$ cat src/hdl/swd_defs.svh
// Constants for the system watchdog: register offsets, codes and timing counts.
// Assumes a 25 MHz clock on mclk; included by bare name.
`ifndef SWD_DEFS_SVH
`define SWD_DEFS_SVH
// ==========================================
// Register map
`define SWD_CTRL_ADDR 32'h2380_0000
`define SWD_FEED_ADDR 32'h23c0_0000
`define SWD_FEED_KEY 8'h05
`define SWD_CODE_RESET 3'h0
// ==========================================
// Timing
`define SWD_CLK_HZ 25000000
`define SWD_WIN_US 30
`define SWD_WIN_CYC ((`SWD_WIN_US * `SWD_CLK_HZ) / 1000000)
`define SWD_BASE_MS 250
`define SWD_BASE_CYC ((`SWD_BASE_MS * `SWD_CLK_HZ) / 1000)
`define SWD_RST_CYC 16
`endif

$ cat src/hdl/swd_pkg.sv
// Types shared by the system watchdog files.
// Assumes nothing beyond a SystemVerilog compiler.
package swd_pkg;
   // ==========================================
   // Timeout selection code
   typedef enum logic [2:0] {
      SWD_OFF = 3'b000, SWD_T250 = 3'b001, SWD_T500 = 3'b010, SWD_T1S = 3'b011,
      SWD_RSVD = 3'b100, SWD_T2S = 3'b101, SWD_T4S = 3'b110, SWD_T8S = 3'b111
   } swd_code_t;
   typedef enum logic [1:0] {
      SWD_ST_IDLE = 2'b00, SWD_ST_RUN = 2'b01, SWD_ST_FIRE = 2'b10
   } swd_state_t;
endpackage

$ cat src/hdl/swd_core.sv
// Memory-mapped system watchdog: control and feed registers, counter, reset out.
// Assumes a single-cycle strobe register port on mclk; sys_rst_q feeds board reset.
// Assumes the board reset raised by sys_rst_q also reaches arst_n; the pulse
// length is only a floor for boards that stretch it through slower reset logic.
//
// Contract
// - Counter reaching selected period asserts full system reset.
// - Code 0 off, 1..3 = 250ms..1s, 4 reserved, 5..7 = 2s..8s.
// - Counting starts as soon as a nonzero code enables the watchdog.
// - A valid feed clears the counter at any time while enabled; the code does not clear it during the reset pulse.
// - Feed means writing hex 05 to the feed register.
// - Control write accepted only within 30 us after a feed.
// - Control write without preceding feed leaves code unchanged.
//
// Our own choice: strobed register access.
`include "swd_defs.svh"
module swd_core #(
   parameter int unsigned BASE_CYC = `SWD_BASE_CYC,
   parameter int unsigned WIN_CYC = `SWD_WIN_CYC,
   parameter int unsigned RST_CYC = `SWD_RST_CYC
) (
   input wire logic mclk, // Clock, 25 MHz
   input wire logic arst_n, // Async reset, active low
   input wire logic [31:0] addr, // Register byte address
   input wire logic [7:0] wdata, // Write data
   input wire logic wr, // Write strobe
   input wire logic rd, // Read strobe
   output logic [7:0] rdata_q, // Read data, cycle after rd
   output swd_pkg::swd_code_t code_q, // Stored timeout code
   output logic sys_rst_q // System reset request, active high
);
   import swd_pkg::*;
   // Period in 250 ms units for each code; reserved and off give zero
   // One shared divider plus a small unit count keeps the counter narrow even for 8 s
   function automatic logic [5:0] units_of(input swd_code_t c);
      case (c)
         SWD_T250: units_of = 6'h01;
         SWD_T500: units_of = 6'h02;
         SWD_T1S: units_of = 6'h04;
         SWD_T2S: units_of = 6'h08;
         SWD_T4S: units_of = 6'h10;
         SWD_T8S: units_of = 6'h20;
         default: units_of = 6'h00;
      endcase
   endfunction
   // Decoded strobes and timer state
   logic feed_ok, ctrl_wr, win_open, tick, enabled, fire_now;
   logic [31:0] win_q;
   logic [5:0] units_q;
   logic [7:0] rst_q;
   swd_state_t st_q;
   assign feed_ok = wr && addr == `SWD_FEED_ADDR && wdata == `SWD_FEED_KEY;
   assign ctrl_wr = wr && addr == `SWD_CTRL_ADDR;
   assign win_open = win_q != 32'h0;
   // Reserved code counts as disabled so it can never fire
   assign enabled = units_of(code_q) != 6'h00;
   // Timeout on this edge; a feed in the same cycle wins and keeps the system up
   assign fire_now = st_q == SWD_ST_RUN && enabled && tick && !feed_ok
      && units_q + 6'h01 >= units_of(code_q);
   // ==========================================
   // Feed window: reloads on every valid feed
   always_ff @(posedge mclk or negedge arst_n) begin
      if (!arst_n) begin
         win_q <= 32'h0;
      end else if (feed_ok) begin
         win_q <= 32'(WIN_CYC);
      end else if (win_open) begin
         win_q <= win_q - 32'h1;
      end
   end
   // ==========================================
   // Control register; a write outside the window is dropped
   always_ff @(posedge mclk or negedge arst_n) begin
      if (!arst_n) begin
         code_q <= swd_code_t'(`SWD_CODE_RESET);
      end else if (ctrl_wr && win_open) begin
         code_q <= swd_code_t'(wdata[2:0]);
      end
   end
   // ==========================================
   // Unit divider, restarted by a feed or while disabled
   swd_tick #(.BASE_CYC(BASE_CYC)) i_swd_tick (
      .mclk(mclk),
      .arst_n(arst_n),
      .clr(feed_ok || !enabled),
      .tick(tick)
   );
   // ==========================================
   // Timeout state machine
   always_ff @(posedge mclk or negedge arst_n) begin
      if (!arst_n) begin
         st_q <= SWD_ST_IDLE;
         units_q <= 6'h0;
         rst_q <= 8'h0;
      end else begin
         case (st_q)
            SWD_ST_IDLE: begin
               // Parked: the divider is held clear until a code other than off or reserved arrives
               units_q <= 6'h0;
               if (enabled) st_q <= SWD_ST_RUN;
            end
            SWD_ST_RUN: begin
               // A feed outranks a tick that lands in the same cycle
               if (!enabled) begin
                  st_q <= SWD_ST_IDLE;
               end else if (feed_ok) begin
                  units_q <= 6'h0;
               end else if (tick) begin
                  if (units_q + 6'h1 >= units_of(code_q)) begin
                     st_q <= SWD_ST_FIRE;
                     rst_q <= 8'(RST_CYC);
                  end else begin
                     units_q <= units_q + 6'h1;
                  end
               end
            end
            SWD_ST_FIRE: begin
               // Holds reset a fixed time; the board reset normally clears us too
               if (rst_q == 8'h1) begin
                  st_q <= SWD_ST_IDLE;
                  units_q <= 6'h0;
               end
               rst_q <= rst_q - 8'h1;
            end
            default: st_q <= SWD_ST_IDLE;
         endcase
      end
   end
   // ==========================================
   // Reset request: raised on the firing edge itself, so no cycle is lost to the FSM
   always_ff @(posedge mclk or negedge arst_n) begin
      if (!arst_n) sys_rst_q <= 1'b0;
      else sys_rst_q <= fire_now || (st_q == SWD_ST_FIRE && rst_q > 8'h01);
   end
   // ==========================================
   // Read port: control readable, feed reads zero
   always_ff @(posedge mclk or negedge arst_n) begin
      if (!arst_n) rdata_q <= 8'h0;
      else if (rd && addr == `SWD_CTRL_ADDR) rdata_q <= {5'h0, code_q};
      else rdata_q <= 8'h0;
   end
   // ==========================================
   // Checks
   AST_NO_FEED_NO_LOAD: assert property (@(posedge mclk) disable iff (!arst_n)
      (ctrl_wr && !win_open) |=> $stable(code_q)) else $error("control loaded without feed");
   AST_FEED_LOAD: assert property (@(posedge mclk) disable iff (!arst_n)
      (ctrl_wr && win_open) |=> code_q == swd_code_t'($past(wdata[2:0]))) else $error("control not loaded");
   AST_WIN_RELOAD: assert property (@(posedge mclk) disable iff (!arst_n)
      feed_ok |=> win_q == 32'(WIN_CYC)) else $error("feed did not open window");
   AST_BAD_FEED: assert property (@(posedge mclk) disable iff (!arst_n)
      (wr && addr == `SWD_FEED_ADDR && wdata != `SWD_FEED_KEY && !win_open) |=> !win_open)
      else $error("bad feed opened window");
   AST_FEED_CLR: assert property (@(posedge mclk) disable iff (!arst_n)
      (feed_ok && st_q == SWD_ST_RUN && enabled) |=> units_q == 6'h0 && !sys_rst_q)
      else $error("feed did not clear counter");
   AST_OFF_QUIET: assert property (@(posedge mclk) disable iff (!arst_n)
      (code_q == SWD_OFF && st_q == SWD_ST_IDLE) |=> !sys_rst_q) else $error("reset while disabled");
   AST_START: assert property (@(posedge mclk) disable iff (!arst_n)
      (st_q == SWD_ST_IDLE && enabled) |=> st_q == SWD_ST_RUN) else $error("count did not start");
   AST_FIRE: assert property (@(posedge mclk) disable iff (!arst_n)
      (st_q == SWD_ST_RUN && enabled && tick && !feed_ok && units_q + 6'h1 >= units_of(code_q))
      |=> sys_rst_q && st_q == SWD_ST_FIRE) else $error("timeout did not reset");
   // Shortest code fires on its very first unit
   AST_DECODE: assert property (@(posedge mclk) disable iff (!arst_n)
      (st_q == SWD_ST_RUN && enabled && tick && !feed_ok && units_q == 6'h00 && code_q == SWD_T250)
      |=> sys_rst_q) else $error("bad period decode");
   // Longest code must not fire one unit early
   AST_DECODE_8S: assert property (@(posedge mclk) disable iff (!arst_n)
      (st_q == SWD_ST_RUN && tick && units_q == 6'h1e && code_q == SWD_T8S) |=> !sys_rst_q)
      else $error("long period fired early");
   // Reserved code never raises reset
   AST_RSVD_QUIET: assert property (@(posedge mclk) disable iff (!arst_n)
      (code_q == SWD_RSVD && st_q != SWD_ST_FIRE) |=> !sys_rst_q)
      else $error("reserved code fired");
   // Disabling mid-count parks the timer
   AST_OFF_STOP: assert property (@(posedge mclk) disable iff (!arst_n)
      (!enabled && st_q == SWD_ST_RUN) |=> st_q == SWD_ST_IDLE)
      else $error("timer kept running while off");
   // Wrong key leaves the unit count alone
   AST_BAD_FEED_HOLD: assert property (@(posedge mclk) disable iff (!arst_n)
      (wr && addr == `SWD_FEED_ADDR && wdata != `SWD_FEED_KEY && st_q == SWD_ST_RUN && enabled && !tick)
      |=> units_q == $past(units_q)) else $error("bad feed moved counter");
   // Divider is restarted by a feed or while off
   AST_TICK_CLR: assert property (@(posedge mclk) disable iff (!arst_n)
      (feed_ok || !enabled) |=> !tick) else $error("divider not restarted");
   // ==========================================
   // Checks on the window
   // Window shrinks by one each cycle after a feed
   AST_WIN_COUNT: assert property (@(posedge mclk) disable iff (!arst_n)
      (win_open && !feed_ok) |=> win_q == $past(win_q) - 32'h1) else $error("window count wrong");
   // A closed window stays closed without a feed
   AST_WIN_SHUT: assert property (@(posedge mclk) disable iff (!arst_n)
      (!win_open && !feed_ok) |=> !win_open) else $error("window opened without feed");
   // ==========================================
   // Checks on the reset pulse and read port
   // Reset can only rise on a unit tick
   AST_NO_EARLY: assert property (@(posedge mclk) disable iff (!arst_n)
      (st_q == SWD_ST_RUN && !tick) |=> !sys_rst_q) else $error("reset between ticks");
   // Firing loads the full pulse length
   AST_RST_LOAD: assert property (@(posedge mclk) disable iff (!arst_n)
      fire_now |=> st_q == SWD_ST_FIRE && rst_q == 8'(RST_CYC)) else $error("pulse not loaded");
   // Pulse holds while the length count runs
   AST_RST_HOLD: assert property (@(posedge mclk) disable iff (!arst_n)
      (st_q == SWD_ST_FIRE && rst_q > 8'h01) |=> sys_rst_q) else $error("reset pulse dropped");
   // Pulse ends and the timer parks when the count runs out
   AST_RST_END: assert property (@(posedge mclk) disable iff (!arst_n)
      (st_q == SWD_ST_FIRE && rst_q == 8'h01) |=> !sys_rst_q && st_q == SWD_ST_IDLE)
      else $error("reset pulse too long");
   // Reset is only ever high while the timer is in the firing state
   AST_ONLY_FIRE: assert property (@(posedge mclk) disable iff (!arst_n)
      sys_rst_q |-> st_q == SWD_ST_FIRE) else $error("reset outside firing state");
   // Control read returns the stored code in the following cycle
   AST_RD_DATA: assert property (@(posedge mclk) disable iff (!arst_n)
      (rd && addr == `SWD_CTRL_ADDR) |=> rdata_q == {5'h0, $past(code_q)}) else $error("bad read data");
   // Read data is zero outside a control read, feed register included
   AST_RD_IDLE: assert property (@(posedge mclk) disable iff (!arst_n)
      !(rd && addr == `SWD_CTRL_ADDR) |=> rdata_q == 8'h00) else $error("stray read data");
endmodule // swd_core

$ cat src/hdl/swd_tick.sv
// Divider making a one-cycle tick every BASE_CYC clocks (the 250 ms unit).
// Assumes the same clock and reset as the watchdog core; clr restarts the phase.
module swd_tick #(
   parameter int unsigned BASE_CYC = 6250000
) (
   input wire logic mclk, // Clock
   input wire logic arst_n, // Async reset, active low
   input wire logic clr, // Restart the division
   output logic tick // One-cycle pulse per unit
);
   logic [31:0] cnt_q;
   // ==========================================
   // Divider; restart on feed so each period is a whole number of units
   always_ff @(posedge mclk or negedge arst_n) begin
      if (!arst_n) begin
         cnt_q <= 32'h0;
         tick <= 1'b0;
      end else if (clr) begin
         cnt_q <= 32'h0;
         tick <= 1'b0;
      end else if (cnt_q == 32'(BASE_CYC - 1)) begin
         cnt_q <= 32'h0;
         tick <= 1'b1;
      end else begin
         cnt_q <= cnt_q + 32'h1;
         tick <= 1'b0;
      end
   end
endmodule // swd_tick

$ cat config.mk
export PLATFORM = sky130hd
export DESIGN_NAME = swd_core
export DESIGN_NICKNAME = d
export VERILOG_FILES = /design/src/hdl/swd_pkg.sv /design/src/hdl/swd_core.sv /design/src/hdl/swd_tick.sv
export VERILOG_INCLUDE_DIRS = /design/src /design/src/hdl
export SDC_FILE = /design/constraint.sdc
export NUM_CORES = 1
export LEC_CHECK = 0
export ABC_AREA = 1
export BUFFER_PORTS_ARGS = -buffer_cell sky130_fd_sc_hd__buf_2
export CORE_MARGIN = 2
export CORE_UTILIZATION = 50
export DETAILED_ROUTE_END_ITERATION = 7
export PLACE_DENSITY = 0.81
export SYNTH_ARGS = -nofsm -noshare
export SYNTH_HDL_FRONTEND = slang
export SYNTH_SLANG_ARGS = --single-unit
$ cat constraint.sdc
create_clock -name mclk -period 1.9 [get_ports mclk]
set_input_delay 0.38 -clock mclk [delete_from_list [all_inputs] [get_ports mclk]]
set_output_delay 0.38 -clock mclk [all_outputs]
set_load 0.01 [all_outputs]
; ---- After elaboration in Yosys (flattened, before gate mapping)
; Cells that the tools add are included.
[op_classes]
muxes = 30
reduce_logical = 23
magnitude_cmp = 3
mul = 0
eq_ne = 24
n_shift = 0
add_sub_neg = 4
bitwise = 0
div_mod_pow = 0
[op_table]
columns = cell, n
row1 = 2-to-1 mux 32 bit, 4
row2 = "== test 32 x 30 -> 1 bit, second input constant", 2
row3 = 2-to-1 mux 6 bit, 9
row4 = case mux 6 bit (6 select lines), 1
row5 = "adder 32 x 1 -> 32 bit, second input constant", 1
row6 = "== test 32 x 21 -> 1 bit, second input constant", 1
row7 = 2-to-1 mux 8 bit, 4
row8 = nonzero test 32 bit, 1
row9 = "subtractor 32 x 1 -> 32 bit, second input constant", 1
row10 = case mux 6 bit (3 select lines), 1
row11 = case mux 8 bit (2 select lines), 1
row12 = AND reduction 5 bit, 3
row13 = greater-or-equal comparator 6 bit, 2
row14 = 2-to-1 mux 2 bit, 6
row15 = logical AND 1 bit, 10
row16 = "== test 3 bit, second input constant", 3
row17 = "!= test 3 x 2 -> 1 bit, second input constant", 3
row18 = "== test 8 x 1 -> 1 bit, second input constant", 1
row19 = "== test 8 x 3 -> 1 bit, second input constant", 1
row20 = "greater-than comparator 8 x 1 -> 1 bit, second input constant", 1
row21 = "!= test 2 bit, second input constant", 4
row22 = "subtractor 8 x 1 -> 8 bit, second input constant", 1
row23 = "adder 6 x 1 -> 6 bit, second input constant", 1
row24 = "== test 3 x 2 -> 1 bit, second input constant", 2
row25 = other kinds (14), 20
[word_totals]
output_inout_bits = 12
mem_bits_rw = 0
mem_bits_ro = 0
latch_bits = 0
inputBits = 44
regBits = 93
mem_count = 0
word_cells = 93

; ---- Depth between registers and ports, before layout
; Gate-level depths: netlist (run 1).
[logic_depth]
depth_word = 12
mapped_depth = 14
depth_no_buf = 14

; ---- By module
; A second synthesis (run 1) with hierarchy kept.
[unflattened]
hier_cells = 829
hier_area_um2 = 5903.2
[modules_own_cells]
columns = mod, area_per_inst_um2, seq_area_each_um2, instances, cells_each
row1 = swd_core, 3823.7, 1376.3, 1, 528
row2 = swd_tick, 2079.5, 825.8, 1, 301

; ---- Worst setup path before layout (run 1)
; OpenSTA, ideal clock, no wires.
[synth_timing]
path_type = register to register
startpoint = register units_q[0]
endpoint = register rst_q[4]
path_buffers = 0
setup_slack_ps = -51
stages_incl_launch_ff = 14
setup_time_ps = 117
arrival_ps = 1834
required_time_ps = 1783
period_less_slack_ps = 1951
cell_sequence = dfrtp_1 nand3_1 nand3b_1 xnor2_1 ha_1 a21o_1 nor2_1 nand2_1 nand2_1 nor2_2 nand2_2 nand2_1 nand2_1 nand2_1
[synth_via]
elab_chain_len = 4
[synth_rtl]
columns = element, line_no
row1 = "start, declared", swd_core.sv:49  ; logic [5:0] units_q;
row2 = "start signal, assigned", swd_core.sv:113  ; units_q <= units_q + 6'h1;
row3 = adder 6 x 1 -> 6 bit, swd_core.sv:109  ; if (units_q + 6'h1 >= units_of(code_q)) begin
row4 = greater-or-equal comparator 6 bit, swd_core.sv:109
row5 = != test 2 x 1 -> 1 bit (no line), --
row6 = AND reduction 5 bit (no line), --
row7 = "end signal, assigned", swd_core.sv:111  ; rst_q <= 8'(RST_CYC);
row8 = "end signal, assigned", swd_core.sv:123  ; rst_q <= rst_q - 8'h1;
row9 = "end, declared", swd_core.sv:50  ; logic [7:0] rst_q;
; Every way passes these cells.
; A chain may end at the register's enable or synchronous reset.

; ---- Worst setup path after layout (run 1)
[layout_timing]
startpoint = register units_q[0]
endpoint = register rst_q[7]
; The elaborated chain is that of the path after synthesis.

==> results by group, run 1 <==
Synthesis
  – Syn avg cell area: 7.29 sq um
  – Biggest area consumer among synthesized cells: dfrtp_1
  – Yosys top cell area share: 37.6%
  – Post-synthesis sequential element count: 88
  – Synth Cell Area: 5850 sq um
  – Async SR Flop Fraction: 100%
  – Ys Warns: 0
  – Most used DFF post-synth: dfrtp_1
  – Unique cell type count in the Yosys netlist: 41
  – Register area share after synthesis: 37.6%
  – Post-synthesis cell count: 803
  – Top post-synthesis cells by area: dfrtp_1 38%, nand2_1 11%, nor2_1 9.1%
  – Post-synth EDFFs: 0

Final layout
  – N_diodes: 0
  – # nets final: 938
  – Area grow syn2layout: 16.4%
  – Util after Layout: 59.7%
  – Post-route cell area: 6810 sq um
  – Fillers: 994
  – Most frequent cells in the layout: 170 x nand2_1, 140 x nor2_1, 95 x inv_1
  – Layout cells sized above 1: 19.3%
  – Register Area: 2200 sq um
  – Area of the multi-input gates: 3230 sq um
  – Commonest non-fill, non-tap cell in the layout: nand2_1

GRT
  – Grt total ovfl: 0
  – Gr usage total: 21.9%
  – Vias in the first global route: 5097
  – Pin count of the biggest net entering global routing: 41
  – Antenna violations before repair: 0
  – First-pass GRT wire length: 22.9 mm

Clocking
  – CTS clk-pin slew, worst paths: 0.07 ns
  – Clock tree buffer depth: 2
  – CTS tree: done
  – Root Driver: clkbuf_16
  – CTS Buf Count: 9
  – Clk_lat worst skew: 0.34 ns
  – Clock Sinks: 88
  – CTS H-tree depth: 3

Drt
  – Post-Route WL: 13.3 mm
  – Final ANT Viol Nets: 0
  – First DRT Iteration DRCs: 264
  – WL per Instance: 13.0 microns
  – Drt first pass iters: 4
  – Remaining DRCs: 0
  – Vias per Instance: 5.19
  – Vias: 5350

Hold path
  – Hold path cells: 3
  – Worst Hold Launch: wdata[0]
  – Hold Crit Endpoint: code_q[0]$_DFFE_PN0P_
  – Worst hold path type: in -> reg

Timing
  – FMAX: 477 MHz
  – RSZ-0062 raised after global routing: true
  – Final Hold Vio Count: 0
  – Worst Slack Setup Final: -0.196 ns
  – Slew Viols, Final: 0
  – Worst clock skew: 0.00692 ns
  – Tcrit/Tclk final: 110%
  – Max transition margin: 65.2%
  – Least-Margin Pin Slew: 0.518 ns
  – Setup violations, final: 17
  – Hold WS: 0.298 ns
  – Fin crit period: 2.10 ns

Floorplanning
  – FP Rows: 39
  – DIE AREA: 12600 sq um
  – Core area: 11400 sq um
  – Initial Util: 51.2%
  – Die height: 112 microns
  – Die X: 112 microns
  – # IOs: 56

Setup path
  – Worst setup EP type: flop
  – R2R setup slack: -0.20 ns
  – Startpoint Class: flop
  – Crit path max fanout: 5
  – Worst EP arrival: 2.32 ns
  – Reg2reg path depth: 13
  – FF-to-FF Start: units_q[0]$_DFFE_PN0P_
  – FF-to-FF End: rst_q[7]$_DFFE_PN0P_
  – WP data required: 2.13 ns
  – WS Path Type: reg -> reg

Flow run
  – Max cap viols: 0

Place
  – I/O Buffers: 50
  – Pre-CTS WS: -0.249 ns
  – Post-DP Area: 6410 sq um
  – Gpl congestion: 0.991
  – Post-detail-place hpwl: 9.96 mm

Power
  – PD cells: 560 nW/um^2
  – Leakage Power: 0.00344 uW
  – Peak VDD IR: 560 uV

Outcome
  – Status: finished with violations
  – Failing checks: negative setup slack
==> worst max-delay path, stage by stage (launching register included) <==
cell,delay [ns]
dfrtp_1,0.39
nand3_2,0.09
nand3b_1,0.20
xnor2_2,0.17
ha_1,0.31
nand2_2,0.07
a21oi_2,0.12
nor2_2,0.07
nand2_1,0.07
nand2_2,0.07
nor2_4,0.16
nand2_4,0.10
nand3_1,0.09
nand2_1,0.07
==> cell type report <==
type,instances,share of cell area [%]
flip-flops and latches,88,32.3
clock buffers,9,3.31
multi-input cells,600,47.4
clock inverters,7,1.14
well taps,143,2.63
repair buffers,78,7.38
inverters,105,5.78
==> synth_stat cells (2+ instances only) <==
master      n
a21o_1      2
a21oi_1     6
buf_2       5
buf_4       8
buf_6       2
dfrtp_1    88
ha_1       12
inv_1      97
inv_2       7
nand2_1   174
nand2_2     9
nand3_1    62
nand3_2     5
nand3b_1   12
nand4_1    30
nor2_1    142
nor2_2     21
nor2_4      7
nor3_1     19
nor3_2      3
nor3b_1     6
nor3b_2     2
nor4_1      7
o21ai_0     9
o21ai_1     3
or2_2       2
xnor2_1    14
xor2_1     36
==> per-stage QoR <==
stage | total power (uW) | instances | TNS [ns]
floorplan | 1940 | 807 | -0.0261
global placement | 2030 | 1008 | -1.32
detailed placement | 2030 | 1008 | -2.72
CTS | 3840 | 1028 | -2.05
global route | 3950 | 1030 | -4.94
finish | 3820 | 1030 | -2.60
==> metal layers <==
layer	vias to the layer above	global-route usage [%]	routed length, microns
met4	0	7.72	313
met5	-	0	0
met3	28	3.67	683
met1	2476	29.3	5990
met2	153	36.3	6350
li1	2693	-	-
==> worst max-delay path by stage <==
stage / endpoint / startpoint / cells past startpoint
after floorplan: rst_q[4]$_DFFE_PN0P_ / units_q[0]$_DFFE_PN0P_ / 13
after global placement: rst_q[4]$_DFFE_PN0P_ / units_q[1]$_DFFE_PN0P_ / 13
after detailed placement: rst_q[4]$_DFFE_PN0P_ / units_q[1]$_DFFE_PN0P_ / 13
after CTS: rst_q[4]$_DFFE_PN0P_ / units_q[1]$_DFFE_PN0P_ / 13
after global routing: rst_q[7]$_DFFE_PN0P_ / units_q[0]$_DFFE_PN0P_ / 13
final: rst_q[7]$_DFFE_PN0P_ / units_q[0]$_DFFE_PN0P_ / 13
==> sequential cells by signal (all words and copies together) (netlist names) <==
signal and cells:
code_q 3, i_swd_tick.cnt_q 32, i_swd_tick.tick 1, rdata_q 3, rst_q 8, st_q 2
sys_rst_q 1, units_q 6, win_q 32
==> cell families after synthesis <==
family,Yosys count,share of synthesized area [%]
AND/OR/NAND/NOR,508,41.2
AO/OA/AOI/OAI,24,2.52
buffers and inverters,120,8.57
other,1,0.0641
adder cells (fa/ha/maj),12,2.57
XOR/XNOR,50,7.48
flip-flops,88,37.6
==> timing repair <==
action | 4_1_cts | 5_1_grt
pin swaps | 10 | 8
gates cloned | 1 | 0
hold buffers | 1 | 0
setup endpoints to repair | 17 | 18
gates resized for setup | 8 | 10
setup buffers | 2 | 2
endpoints found under the hold margin | 17 | 0
==> power breakdown <==
| part | internal [uW] | switching, uW | total (uW) |
|---|---|---|---|
| logic | 49.1 | 72.3 | 121 |
| clock network | 1030 | 788 | 1820 |
| registers | 1870 | 0.0000104 | 1870 |
| total | 2960 | 860 | 3820 |
Note: power is estimated with default switching activity, not from simulation.
==> run 2: changes to the inputs <==
Settings changed: CTS_CLUSTER_DIAMETER set to 200, PLACE_DENSITY 0.81 to 0.78.
Clock period 1.9 ns to 2.3 ns, I/O delays scaled along.
==> run 2 against run 1 <==
Against the previous run:
- the run now ends clean
- via count is 3.7% lower
- clock power is 13% lower
- flip-flop and latch count stayed put
- fmax barely moved
- register-to-register slack better by 0.40 ns
- core utilization is 1.9 points lower
- final area shrank 3.1%
- first-iteration DRC count up 14%
- critical endpoint is now rst_q[1]$_DFFE_PN0P_
- highest routed layer unchanged
==> results by group, run 2 (same netlist as run 1, synthesis figures left out) <==
Outcome
  – Status: complete, no violations (was finished with violations)

Floorplanning
  – DIE AREA: 12600 sq um (unchanged)
  – Core area: 11400 sq um (unchanged)
  – Die height: 112 microns (unchanged)
  – FP Rows: 39 (unchanged)
  – Initial Util: 51.2% (unchanged)
  – Die X: 112 microns (unchanged)
  – # IOs: 56 (unchanged)

Timing
  – Setup violations, final: 0 (was 17)
  – Max transition margin: 65.0% (was 65.2%)
  – Least-Margin Pin Slew: 0.525 ns (was 0.518 ns)
  – Tcrit/Tclk final: 91.2% (was 110%)
  – Fin crit period: 2.10 ns (about the same)
  – Final Hold Vio Count: 0 (unchanged)
  – Hold WS: 0.0332 ns (was 0.298 ns)
  – Worst Slack Setup Final: 0.203 ns (was -0.196 ns)
  – FMAX: 477 MHz (about the same)
  – Slew Viols, Final: 0 (unchanged)
  – Worst clock skew: 0.00463 ns (was 0.00692 ns)

Drt
  – Final ANT Viol Nets: 0 (unchanged)
  – WL per Instance: 12.6 microns (was 13.0 microns)
  – Vias per Instance: 5.12 (was 5.19)
  – Vias: 5153 (was 5350)
  – Remaining DRCs: 0 (unchanged)
  – Drt first pass iters: 4 (unchanged)
  – Post-Route WL: 12.7 mm (was 13.3 mm)
  – First DRT Iteration DRCs: 302 (was 264)

Clocking
  – Clk_lat worst skew: 0.34 ns (about the same)
  – Clock tree buffer depth: 2 (unchanged)
  – CTS tree: done (unchanged)
  – CTS Buf Count: 9 (unchanged)
  – Root Driver: clkbuf_16 (unchanged)
  – CTS clk-pin slew, worst paths: 0.06 ns (was 0.07 ns)
  – Clock Sinks: 88 (unchanged)
  – CTS H-tree depth: 3 (unchanged)

Final layout
  – Layout cells sized above 1: 16.0% (was 19.3%)
  – Post-Layout Cell Count: 1007 (was 1030)
  – Most frequent cells in the layout: 174 x nand2_1, 141 x nor2_1, 97 x inv_1 (was 170 x nand2_1, 140 x nor2_1, 95 x inv_1)
  – Area grow syn2layout: 12.8% (was 16.4%)
  – Util after Layout: 57.8% (was 59.7%)
  – Commonest non-fill, non-tap cell in the layout: nand2_1 (unchanged)
  – Top flop regs: i_swd_tick.cnt_q (32), win_q (32), rst_q (8) (unchanged)
  – # nets final: 915 (was 938)
  – N_diodes: 0 (unchanged)

Setup path
  – Startpoint Class: flop (unchanged)
  – Worst setup EP type: flop (unchanged)
  – WS Path Type: reg -> reg (unchanged)
  – Cell family with the largest share of critical-path delay: simple AND/OR/NAND/NOR gates (unchanged)
  – Max stage delay on crit path: 0.38 ns (was 0.39 ns)
  – WP data required: 2.53 ns (was 2.13 ns)
  – Crit path max-delay cell type: dfrtp_2 (was dfrtp_1)
  – Most used cell along the critical path: nand2_1
  – Cell breakdown of the critical path: nand3_1 > nand3b_1 > xnor2_2 > ha_1 > nand2_1 > nor2_1 > nand2_1 > nand2_1 > nand2_1 > nor2_2 > nand2_4 > nand3_1 > nand2_1 (was nand3_2 > nand3b_1 > xnor2_2 > ha_1 > nand2_2 > a21oi_2 > nor2_2 > nand2_1 > nand2_2 > nor2_4 > nand2_4 > nand3_1 > nand2_1)
  – Worst Path Buf+Inv: 0 (unchanged)
  – Crit path max fanout: 10 (was 5)
  – Worst EP arrival: 2.32 ns (about the same)

Place
  – Inst Count DP: 988 (was 1008)
  – Pre-CTS WS: 0.124 ns (was -0.249 ns)
  – I/O Buffers: 50 (unchanged)
  – Post-detail-place hpwl: 9.39 mm (was 9.96 mm)
  – Gpl congestion: 0.935 (was 0.991)

GRT
  – Gr usage total: 21.2% (was 21.9%)
  – First-pass GRT wire length: 22.1 mm (was 22.9 mm)
  – Pin count of the biggest net entering global routing: 62 (was 41)
  – Grt total ovfl: 0 (unchanged)
  – Antenna violations before repair: 0 (unchanged)
  – Vias in the first global route: 5013 (was 5097)

Power
  – PD cells: 489 nW/um^2 (was 560 nW/um^2)
  – Leakage Power: 0.00332 uW (was 0.00344 uW)
  – Final Power: 3230 uW (was 3820 uW)
  – Peak VDD IR: 467 uV (was 560 uV)

Hold path
  – Worst hold path type: in -> async (was in -> reg)

Flow run
  – Max cap viols: 0 (unchanged)
[run 2: per-layer routing]
| metal | track usage, % | vias to the layer above | routed length [microns] |
|---|---|---|---|
| met4 | 6.18 | 0 | 275 |
| met2 | 35.8 | 109 | 5950 |
| met1 | 27.4 | 2373 | 5860 |
| met5 | 0 | - | 0 |
| li1 | - | 2648 | - |
| met3 | 4.81 | 23 | 594 |
[run 2: cell type report]
| class | instances | area, sq um |
|---|---|---|
| clock buffer | 10 | 239 |
| multi-input combinational | 599 | 3180 |
| tap | 143 | 179 |
| timing repair buffer | 56 | 323 |
| fill | 1047 | 4820 |
| clock inverter | 6 | 82.6 |
| sequential | 88 | 2200 |
| inverter | 105 | 394 |
[run 2: what timing repair did]
action / CTS / global route
endpoints found under the setup margin: 0 / 15
hold buffers: 0 / 0
buffers inserted: 0 / 3
gates resized for setup: 0 / 5
[run 2: worst paths after layout]
kind	start	end	slack, ns	cells after the start
max	units_q[0]$_DFFE_PN0P_	rst_q[1]$_DFFE_PN0P_	0.20	13
min	arst_n	rst_q[4]$_DFFE_PN0P_	0.03	1
max reg2reg	units_q[0]$_DFFE_PN0P_	rst_q[1]$_DFFE_PN0P_	0.20	13
min reg2reg	units_q[1]$_DFFE_PN0P_	units_q[1]$_DFFE_PN0P_	0.52	2
max in group asynchronous	arst_n	units_q[0]$_DFFE_PN0P_	1.63	2
min in group mclk	wdata[2]	code_q[2]$_DFFE_PN0P_	0.39	3
[run 2: metrics by stage]
| stage | TNS [ns] | cell area [sq um] |
|---|---|---|
| final | 0 | 6600 |
| after global routing | -0.0683 | 6600 |
| after global placement | 0 | 6240 |
| after detailed placement | 0 | 6240 |
| after floorplan | 0 | 5870 |
| after CTS | 0 | 6560 |
[run 2: report_power, final]
group	leakage (uW)	total [uW]	internal, uW	switching [uW]
clock	0.000158	1580	975	608
combinational	0.00200	95.4	37.2	58.2
sequential	0.00116	1550	1550	0.00000832
total	0.00332	3230	2560	667
